===== config.mk =====
export PLATFORM = sky130hd
export DESIGN_NAME = lsfs_supervisor
export DESIGN_NICKNAME = d
export VERILOG_FILES = /design/src/rtl/lsfs_pkg.sv /design/src/rtl/lsfs_supervisor.sv /design/src/rtl/lsfs_string_mon.sv
export SDC_FILE = /design/constraint.sdc
export NUM_CORES = 1
export LEC_CHECK = 0
export BUFFER_PORTS_ARGS = -buffer_cell sky130_fd_sc_hd__buf_2
export CORE_MARGIN = 1.5
export CORE_UTILIZATION = 50
export DETAILED_ROUTE_END_ITERATION = 8
export GPL_TIMING_DRIVEN = 0
export PLACE_DENSITY_LB_ADDON = 0.3
export SETUP_SLACK_MARGIN = 0.1
export SLEW_MARGIN = 20
export SYNTH_ARGS = -nofsm -noshare
export SYNTH_HDL_FRONTEND = slang
export SYNTH_SLANG_ARGS = --single-unit

===== constraint.sdc =====
create_clock -name core_clk -period 12.5 [get_ports core_clk]
set_input_delay 1.25 -clock core_clk [delete_from_list [all_inputs] [get_ports core_clk]]
set_output_delay 1.25 -clock core_clk [all_outputs]
set_load 0.01 [all_outputs]

===== src/rtl/lsfs_pkg.sv =====
// Purpose: Shared constants for the LED string fault supervisor.
// Assumes: 50 MHz core clock.
// Notes:   Times are kept in their printed unit; cycle counts derive from them.
package lsfs_pkg;

  // ****************************************
  // Clock and timing
  // ****************************************
  localparam int CLK_MHZ            = 50;
  localparam int OPEN_DEB_NS        = 4800;
  localparam int SHORT_DEB_NS       = 9000;
  localparam int OV_TIMEOUT_MS      = 70;
  localparam int REARM_LOW_US       = 1000;
  localparam int RAMP_STEP_US       = 10;
  // Longest times round down.
  localparam int OPEN_DEB_CYC       = (OPEN_DEB_NS * CLK_MHZ) / 1000;
  localparam int SHORT_DEB_CYC      = (SHORT_DEB_NS * CLK_MHZ) / 1000;
  localparam int OV_TIMEOUT_CYC     = OV_TIMEOUT_MS * 1000 * CLK_MHZ;
  localparam int REARM_LOW_CYC      = REARM_LOW_US * CLK_MHZ;
  localparam int RAMP_STEP_CYC      = RAMP_STEP_US * CLK_MHZ;

  // ****************************************
  // Structure
  // ****************************************
  localparam int NUM_STRINGS        = 3;
  localparam int RAMP_W             = 8;
  localparam logic [7:0] RAMP_FULL  = 8'hff;
  localparam int CNT_W              = 32;

  // ****************************************
  // Supervisor states
  // ****************************************
  typedef enum logic [1:0] {
    LSFS_SHUTDOWN = 2'b00,
    LSFS_RAMP     = 2'b01,
    LSFS_RUN      = 2'b11,
    LSFS_OVLOCK   = 2'b10
  } lsfs_state_t;

endpackage : lsfs_pkg


===== src/rtl/lsfs_supervisor.sv =====
// Purpose: Supervisory control of boost converter and three LED strings.
// Assumes: All analog indications arrive as asynchronous digital levels.
// Notes:   Analog regulation is outside; this block only gates and sequences.
`timescale 1ns/100ps

// Functional notes
// - Enable high turns on converter and all sources without a latched fault; low keeps them off.
// - Sources follow the enable level so brightness tracks PWM duty.
// - Supplies ramp gradually on enable, progressing even with tiny PWM duty.
// - Open and short monitoring starts only after startup completes.
// - A faulty string is disabled alone; others keep running.
// - String faults stay latched until shutdown, which clears them all.
// - Enabled string below short threshold for debounce time is shorted.
// - Short debounce at most nine microseconds and longer than open debounce.
// - Right after enable rises, outputs tied to rail or ground are disabled.
// - Open declared when rail at open-check level and source below threshold.
// - Open debounce at most 4.8 microseconds.
// - No open declared if coil current limit hit before open-check level.
// - Rail at clamp beyond about 70 ms shuts the converter down.
// - Coil charging ends each cycle once current limit is reached.
// - Overtemperature stops converter; restarts below threshold minus hysteresis.
// - Supply at or below undervoltage level holds shutdown regardless of enable.
module lsfs_supervisor
  import lsfs_pkg::*;
#(
  parameter int OPEN_CYC    = OPEN_DEB_CYC,
  parameter int SHORT_CYC   = SHORT_DEB_CYC,
  parameter int OV_CYC      = OV_TIMEOUT_CYC,
  parameter int REARM_CYC   = REARM_LOW_CYC,
  parameter int RAMP_CYC    = RAMP_STEP_CYC
)(
  // Clock and reset
  input  wire logic                   core_clk,
  input  wire logic                   rst_b,
  // Host enable, may carry PWM
  input  wire logic                   enable_in,
  // Analog comparator indications
  input  wire logic                   supply_input_uvlo,
  input  wire logic                   overtemp_above_thr,
  input  wire logic                   overtemp_below_hyst,
  input  wire logic                   rail_at_clamp,
  input  wire logic                   rail_at_open_check,
  input  wire logic                   coil_at_limit,
  input  wire logic [NUM_STRINGS-1:0] string_below_short,
  input  wire logic [NUM_STRINGS-1:0] string_below_open,
  input  wire logic [NUM_STRINGS-1:0] string_tied,
  // Converter and source control
  output logic                        boost_en_q,
  output logic                        coil_charge_q,
  output logic [RAMP_W-1:0]           ramp_level_q,
  output logic [NUM_STRINGS-1:0]      source_en_q,
  output logic [NUM_STRINGS-1:0]      string_fault
);

  // ****************************************
  // Reset release and input synchronisers
  // ****************************************
  logic rst_m_q, rst_q_b;

  always_ff @(posedge core_clk or negedge rst_b)
  begin
    if (!rst_b)
    begin
      rst_m_q <= 1'b0;
      rst_q_b <= 1'b0;
    end
    else
    begin
      rst_m_q <= 1'b1;
      rst_q_b <= rst_m_q;
    end
  end

  localparam int SYNC_W = 7 + 3 * NUM_STRINGS;
  logic [SYNC_W-1:0] async_in, sync1_q, sync2_q;

  assign async_in = {string_tied, string_below_open, string_below_short, coil_at_limit,
                     rail_at_open_check, rail_at_clamp, overtemp_below_hyst,
                     overtemp_above_thr, supply_input_uvlo, enable_in};

  always_ff @(posedge core_clk or negedge rst_q_b)
  begin
    if (!rst_q_b)
    begin
      sync1_q <= '0;
      sync2_q <= '0;
    end
    else
    begin
      sync1_q <= async_in;
      sync2_q <= sync1_q;
    end
  end

  logic                   en_s, uvlo_s, ot_hi_s, ot_lo_s, clamp_s, openlvl_s, ilim_s;
  logic [NUM_STRINGS-1:0] short_s, open_s, tied_s;

  assign {tied_s, open_s, short_s, ilim_s, openlvl_s, clamp_s, ot_lo_s, ot_hi_s, uvlo_s,
          en_s} = sync2_q;

  // ****************************************
  // Sequencing state
  // ****************************************
  lsfs_state_t      state_q, state_d;
  logic [CNT_W-1:0] ov_cnt_q, ov_cnt_d;
  logic [CNT_W-1:0] low_cnt_q, low_cnt_d;
  logic [CNT_W-1:0] step_cnt_q, step_cnt_d;
  logic [RAMP_W-1:0] ramp_d;
  logic             ot_stop_q, ot_stop_d;
  logic             en_prev_q, en_prev_d;
  logic             ilim_seen_q, ilim_seen_d;
  logic             boost_en_d, coil_charge_d;
  logic [NUM_STRINGS-1:0] source_en_d;
  logic             shutdown, monitor_en, tie_pulse;

  // Shutdown is both the state and the overvoltage lock, so faults clear whenever either applies.
  assign shutdown   = (state_q == LSFS_SHUTDOWN) || (state_q == LSFS_OVLOCK);
  assign monitor_en = (state_q == LSFS_RUN);
  assign tie_pulse  = en_s && !en_prev_q;

  always_comb
  begin
    state_d     = state_q;
    ov_cnt_d    = '0;
    low_cnt_d   = '0;
    step_cnt_d  = step_cnt_q;
    ramp_d      = ramp_level_q;
    ot_stop_d   = ot_stop_q;
    en_prev_d   = en_s;
    ilim_seen_d = ilim_seen_q;
    if (ot_hi_s)
    begin
      ot_stop_d = 1'b1;
    end
    else if (ot_lo_s)
    begin
      ot_stop_d = 1'b0;
    end
    if (!en_s)
    begin
      low_cnt_d = (low_cnt_q == CNT_W'(REARM_CYC)) ? low_cnt_q : low_cnt_q + 1'b1;
    end
    case (state_q)
      LSFS_SHUTDOWN:
      begin
        ramp_d      = '0;
        step_cnt_d  = '0;
        ilim_seen_d = 1'b0;
        if (en_s && !uvlo_s)
        begin
          state_d = LSFS_RAMP;
        end
      end
      LSFS_RAMP:
      begin
        // The ramp holds its level while enable is low, so short pulses still finish it.
        if (en_s)
        begin
          step_cnt_d = step_cnt_q + 1'b1;
          if (step_cnt_q >= CNT_W'(RAMP_CYC - 1) && ramp_level_q != RAMP_FULL)
          begin
            step_cnt_d = '0;
            ramp_d     = ramp_level_q + 1'b1;
          end
        end
        if (ramp_level_q == RAMP_FULL)
        begin
          state_d = LSFS_RUN;
        end
      end
      LSFS_RUN:
      begin
        if (clamp_s && !ot_stop_q)
        begin
          ov_cnt_d = ov_cnt_q + 1'b1;
          if (ov_cnt_q >= CNT_W'(OV_CYC - 1))
          begin
            state_d = LSFS_OVLOCK;
          end
        end
        if (ilim_s && !openlvl_s)
        begin
          ilim_seen_d = 1'b1;
        end
        if (openlvl_s && !ilim_s)
        begin
          ilim_seen_d = 1'b0;
        end
      end
      LSFS_OVLOCK:
      begin
        if (low_cnt_q == CNT_W'(REARM_CYC))
        begin
          state_d = LSFS_SHUTDOWN;
        end
      end
      default:
      begin
        state_d = LSFS_SHUTDOWN;
      end
    endcase
    // Held-low enable long enough also counts as shutdown from any running state.
    if ((state_q == LSFS_RAMP || state_q == LSFS_RUN) &&
        (uvlo_s || low_cnt_q == CNT_W'(REARM_CYC)))
    begin
      state_d = LSFS_SHUTDOWN;
    end
  end

  always_comb
  begin
    boost_en_d    = en_s && !uvlo_s && !ot_stop_d &&
                    (state_d == LSFS_RAMP || state_d == LSFS_RUN);
    coil_charge_d = boost_en_d && !ilim_s;
    source_en_d   = {NUM_STRINGS{boost_en_d}} & ~string_fault;
  end

  always_ff @(posedge core_clk or negedge rst_q_b)
  begin
    if (!rst_q_b)
    begin
      state_q       <= LSFS_SHUTDOWN;
      ov_cnt_q      <= '0;
      low_cnt_q     <= '0;
      step_cnt_q    <= '0;
      ramp_level_q  <= '0;
      ot_stop_q     <= 1'b0;
      en_prev_q     <= 1'b0;
      ilim_seen_q   <= 1'b0;
      boost_en_q    <= 1'b0;
      coil_charge_q <= 1'b0;
      source_en_q   <= '0;
    end
    else
    begin
      state_q       <= state_d;
      ov_cnt_q      <= ov_cnt_d;
      low_cnt_q     <= low_cnt_d;
      step_cnt_q    <= step_cnt_d;
      ramp_level_q  <= ramp_d;
      ot_stop_q     <= ot_stop_d;
      en_prev_q     <= en_prev_d;
      ilim_seen_q   <= ilim_seen_d;
      boost_en_q    <= boost_en_d;
      coil_charge_q <= coil_charge_d;
      source_en_q   <= source_en_d;
    end
  end

  // ****************************************
  // Per-string monitors
  // ****************************************
  genvar gi;
  generate
    for (gi = 0; gi < NUM_STRINGS; gi++)
    begin : g_str
      lsfs_string_mon #(
        .OPEN_CYC  (OPEN_CYC),
        .SHORT_CYC (SHORT_CYC)
      ) u_mon (
        .core_clk      (core_clk),
        .rst_q_b       (rst_q_b),
        .monitor_en    (monitor_en),
        .shutdown      (shutdown),
        .src_on        (source_en_q[gi]),
        .open_check_ok (openlvl_s && !ilim_seen_q),
        .tie_detect    (tie_pulse && tied_s[gi]),
        .below_short   (short_s[gi]),
        .below_open    (open_s[gi]),
        .fault_q       (string_fault[gi])
      );
    end
  endgenerate
endmodule : lsfs_supervisor


===== src/rtl/lsfs_string_mon.sv =====
// Purpose: Per-string fault debounce and latch.
// Assumes: Inputs already synchronised to core_clk.
// Notes:   Fault clears only in shutdown.
`timescale 1ns/100ps
module lsfs_string_mon
  import lsfs_pkg::*;
#(
  parameter int OPEN_CYC  = OPEN_DEB_CYC,
  parameter int SHORT_CYC = SHORT_DEB_CYC
)(
  // Clock and reset
  input  wire logic core_clk,
  input  wire logic rst_q_b,
  // Control
  input  wire logic monitor_en,
  input  wire logic shutdown,
  input  wire logic src_on,
  input  wire logic open_check_ok,
  input  wire logic tie_detect,
  // Comparators
  input  wire logic below_short,
  input  wire logic below_open,
  // Result
  output logic      fault_q
);

  logic [CNT_W-1:0] short_cnt_q, short_cnt_d;
  logic [CNT_W-1:0] open_cnt_q,  open_cnt_d;
  logic             fault_d;

  always_comb
  begin
    short_cnt_d = '0;
    open_cnt_d  = '0;
    fault_d     = fault_q;
    if (monitor_en && src_on && !fault_q && below_short)
    begin
      short_cnt_d = short_cnt_q + 1'b1;
    end
    if (monitor_en && src_on && !fault_q && open_check_ok && below_open)
    begin
      open_cnt_d = open_cnt_q + 1'b1;
    end
    if (short_cnt_q >= CNT_W'(SHORT_CYC - 1) && short_cnt_d != '0)
    begin
      fault_d = 1'b1;
    end
    if (open_cnt_q >= CNT_W'(OPEN_CYC - 1) && open_cnt_d != '0)
    begin
      fault_d = 1'b1;
    end
    if (shutdown)
    begin
      fault_d     = 1'b0;
      short_cnt_d = '0;
      open_cnt_d  = '0;
    end
    // The tie check follows the clear, because the first enable edge still arrives in shutdown.
    if (tie_detect)
    begin
      fault_d = 1'b1;
    end
  end

  always_ff @(posedge core_clk or negedge rst_q_b)
  begin
    if (!rst_q_b)
    begin
      short_cnt_q <= '0;
      open_cnt_q  <= '0;
      fault_q     <= 1'b0;
    end
    else
    begin
      short_cnt_q <= short_cnt_d;
      open_cnt_q  <= open_cnt_d;
      fault_q     <= fault_d;
    end
  end
endmodule : lsfs_string_mon


Word-level counts from Yosys, hierarchy flattened. Cells that the tools add are included.

$add $sub $neg: 10. Multipliers: 0. Div/mod/pow operators: 0. Magnitude comparators: 8. Equal/unequal tests: 12. Shift-type cells: 0. Muxes and demuxes: 46. Bitwise logic cells: 2. Reduce and logical (&&, ||, !) cells: 64.

Operator list (number): 2-to-1 mux 32 bit (18); adder 32 x 1 -> 32 bit, second input constant (9); nonzero test 32 bit (6); greater-or-equal comparator 32 x 9 -> 1 bit, second input constant (4); greater-or-equal comparator 32 x 8 -> 1 bit, second input constant (3); one-hot mux 32 bit (2 select lines) (1); logical AND 1 bit (35); equality test 32 x 16 -> 1 bit, second input constant (1); greater-or-equal comparator 32 x 22 -> 1 bit, second input constant (1); 2-to-1 mux 1 bit (16); 2-to-1 mux 8 bit (2); one-hot mux 8 bit (2 select lines) (1); 2-to-1 mux 2 bit (6); nonzero test 4 bit (3); logical NOT 1 bit (10); adder 8 x 1 -> 8 bit, second input constant (1); equality test 8 bit, second input constant (1); inequality test 8 bit, second input constant (1); one-hot mux 2 bit (4 select lines) (1); equality test 2 bit, second input constant (3); inequality test 2 bit, second input constant (3); equality test 2 x 1 -> 1 bit, second input constant (2); logical OR 1 bit (4); AND reduction 2 bit (2); 7 further kinds (8).

Register bits: 343. Latch bits: 0. Memory bits (writable): 0. ROM bits: 0. Input port bits: 18. Memories: 0.

Longest topological paths before layout.
Depth after elaboration: 11. Gate-level depth with buffers: 11. Mapped depth without buffers: 9.

Modules after synthesis. A second synthesis with hierarchy kept.

Cells, all modules: 2278. Area total of the unflattened synthesis: 20173.1 µm².

Modules (own cells, without submodules): lsfs_string_mon (instances 3, cells each 503, area each 4252.8 µm²); lsfs_supervisor (instances 1, cells each 769, area each 7414.6 µm²).

Worst setup path before layout. No wires, ideal clock.

Kind: register to register. Start: register g_str[1].u_mon.open_cnt_q[0]. End: register g_str[1].u_mon.fault_q. Setup time: 0.124 ns. Data arrival time: 3.102 ns. Setup slack: 9.274 ns. Cell stages (with the launch flop): 11. Path buffers: 1. Period minus slack after synthesis: 3.226 ns. Cell sequence: dfrtp_1 > ha_1 > nand3_2 > or4_1 > clkbuf_1 > nor4_1 > xnor2_1 > nor2_1 > or4b_2 > o41a_1 > a211o_1.

Word-level cells in the longest chain between the ends: 7. Elaborated cells on any way between the ends: 9.

Ends and longest elaborated chain: from (decl) (line lsfs_string_mon.sv:28) `logic [CNT_W-1:0] open_cnt_q, open_cnt_d;`; from (signal assigned) (line lsfs_string_mon.sv:76) `open_cnt_q <= open_cnt_d;`; adder 32 x 1 -> 32 bit (line lsfs_string_mon.sv:42) `open_cnt_d = open_cnt_q + 1'b1;`; 2-to-1 mux 32 bit (line lsfs_string_mon.sv:40) `if (monitor_en && src_on && !fault_q && open_check_ok && below_open)`; nonzero test 32 bit (line lsfs_string_mon.sv:48) `if (open_cnt_q >= CNT_W'(OPEN_CYC - 1) && open_cnt_d != '0)`; logical AND 1 bit (*) (line lsfs_string_mon.sv:48); 2-to-1 mux 1 bit (line lsfs_string_mon.sv:48); 2-to-1 mux 1 bit (line lsfs_string_mon.sv:52) `if (shutdown)`; 2-to-1 mux 1 bit (line lsfs_string_mon.sv:59) `if (tie_detect)`; to (signal assigned) (line lsfs_string_mon.sv:77) `fault_q <= fault_d;`; to (decl) (line lsfs_string_mon.sv:24) `output logic fault_q`.

Every way passes the cells marked *; elsewhere a longest branch is shown, timed or not. A chain may end at the register's enable or synchronous reset.

Worst setup path after layout. Same ends and word-level chain as after synthesis.

==> results.toml <==
[run_status]
outcome = "completed"

[critical_path]
arrival_ns = 3.95
cp_max_fo = 7
critPathLaunchType = "register"
r2r_cells = 10
crit_required_ns = 12.91
r2r_end = "g_str[1].u_mon.fault_q"
path_class = "reg2reg"
timing.rr.start = "g_str[1].u_mon.open_cnt_q[0]"
rrSetupSlack_ns = 8.97
endpoint_kind = "register"

[sta]
hold_ws_ns = 0.346
max_freq_mhz = 283
setup_viol_count_final = 0
slew_viol_final = 0
timing.final.crit_period_ns = 3.53
relSlewSlack = 0.402
rsz0062_at_grt = "no"
finalHoldViolCount = 0
timing.final.ws_setup_ns = 8.97
clock_skew_ns = 0.0230
fin_crit_sh = 0.282
tightest_slew_ns = 0.889
fin_setup_tns_ns = 0

[yosys]
synthCells = 2025
async_reset_ff_frac = 1.00
synth_ff_type = "dfrtp_1"
ys_types = 79
syn-num-nets = 2061
synth_largest_area_cell = "dfrtp_1"
synth.avg_cell_area_um2 = 9.15
synth_area_leaders = "dfrtp_1, nor2_1, xor2_1, xnor2_1, nand3_1"
synth_top_area_share = 0.463
netlist_top_cells_count = "dfrtp_1, nor2_1, nand2_1, nand3_1, xor2_1"
seq_area_frac_synth = 0.463
ys_ff_latch = 343
yosys_warnings = 0
synth.most_common_cell = "dfrtp_1"
synth_edf_count = 0
synth.cell_area_mm2 = 0.0185

[detailed_routing]
post-route-drc-count = 0
postRouteAntennaNets = 0
wl_per_cell_um = 16.2
viasPerCell = 5.88
drt-initial-drc-count = 1027
firstDrtPassIters = 5
drt_wl_total_mm = 42.0
vias = 15300

[grt]
grt_max_degree = 58
grt_pass1_wl_mm = 71.5
grt_remaining_overflow = 0
track_usage = 0.223
grt_pass1_vias = 14600
antenna_found_initial = 0

[die]
io_pins = 34
fp.dieW_um = 196
dieArea_mm2 = 0.0382
fp-row-count = 70
die_h_um = 196
start_util = 0.507
coreArea_mm2 = 0.0365

[clock_network]
clk_pin_slew_ns = 0.06
cts.sink_count = 343
postCtsSetupBuffers = 0
htree_num_levels = 2
clockBufferDepth = 3
cts_resized = 0
cts_tree = "built"
cts-hold-fix-buffers = 0
root_buffer = "clkbuf_16"
cts_buffers = 38
clk_latency_ns = 0.54

[worst_hold_path]
whs_path_depth = 0
holdPathEnd = "sync2_q[15]"
hold_path.class = "reg2reg"
hp-start = "sync1_q[15]"

[layout]
fin_cells = 2602
antenna_cells = 0
final_area_mm2 = 0.0207
drive_gt1_frac = 0.0773
area_growth_pct = 12.0
fill_cells = 3182
fin_util = 0.568
layout.nets = 2140

[power]
leakagePower_nw = 8.20
vdd_drop_max_uv = 72.5
p_per_area_mw_per_mm2 = 112
power.total_mw = 2.33

[place]
portBuffers = 33
placed_cells = 2532
place_ws_ns = 8.99
place_area_mm2 = 0.0194
gp_congestion = 0.897
hpwl_mm = 29.4

[flow_run]
cap_viol_max_count = 0
## final cells by class
class / count / area, um2 / share of cell area
Tap cell: 468 / 586 / 0.0282
Clock buffer: 54 / 1090 / 0.0527
Clock inverter: 16 / 206 / 0.00995
Inverter: 51 / 191 / 0.00923
Buffer: 102 / 435 / 0.0210
Multi-Input combinational cell: 1529 / 9330 / 0.449
Sequential cell: 343 / 8590 / 0.414
Timing Repair Buffer: 39 / 323 / 0.0156
## sequential cells by signal, indices dropped and copies added (netlist names), 8 cells and up
register,cells
low_cnt_q,32
ramp_level_q,8
g_str.u_mon.open_cnt_q,96
sync2_q,16
ov_cnt_q,32
step_cnt_q,32
g_str.u_mon.short_cnt_q,96
sync1_q,16
## power breakdown
group	total (mW)	switching, mW	internal (mW)	leakage, nW
sequential	1.13	0.00976	1.12	4.70
clock	1.15	0.451	0.697	0.633
combinational	0.0530	0.0369	0.0161	2.87
## layout by cell type (no fill, tap or decap), drive strengths merged, types with 6 or more instances in the layout
cell    instances
nor4           89
o41ai           6
nor2b          11
mux2           10
ha             18
and3           49
buf            71
a31oi          20
and2           23
xnor2         111
xor2          115
or3            26
a21o            6
nand2         136
and4b           6
or4            14
inv            53
clkinv          7
o21ai          76
nand4          93
and4           21
nand2b         14
clkbuf        124
o31ai          25
dfrtp         343
nor3           68
mux2i          15
or2             7
nand3         137
nor2          292
a21oi          48
## metal layers
metal	up-vias	track usage	wire [um]
li1	7423	-	-
met1	7465	0.315	19600
met2	337	0.363	19700
met3	72	0.0287	1720
met4	0	0.0609	927
met5	-	0	0
## critical path, cell delays in order (launching register included)
cell and delay, ns:
dfrtp_1 0.40, ha_1 0.27, nand3_2 0.17, or4_1 0.49, clkbuf_1 0.22, nor4_1 0.38
xnor2_1 0.17, nor2_1 0.07, or4b_2 0.67, o41a_1 0.33, a211o_1 0.24
## worst max path at each step
stage,startpoint,end,cells after the start,slack [ns]
after floorplan,rst_q_b,boost_en_q,0,2.23
after global placement,rst_q_b,g_str[1].u_mon.short_cnt_q[20],0,-1.63
after detailed placement,g_str[1].u_mon.open_cnt_q[0],g_str[1].u_mon.fault_q,10,8.99
after CTS,g_str[1].u_mon.open_cnt_q[0],g_str[1].u_mon.fault_q,10,8.97
after global routing,g_str[1].u_mon.open_cnt_q[0],g_str[1].u_mon.fault_q,10,8.77
final,g_str[1].u_mon.open_cnt_q[0],g_str[1].u_mon.fault_q,10,8.97
## cells by family (layout without fill, tap and decap cells)
kind of cell	count (synthesis)	count (layout)	share of synthesized area
simple gates	1009	1009	0.281
flops	343	343	0.463
compound gates	250	250	0.0878
xor+xnor	226	226	0.107
buf+inv	153	262	0.0338
mux	25	25	0.0142
fa+ha+maj	18	18	0.0122
other cells	1	1	0.000202
(Power assumes the default switching activity.)
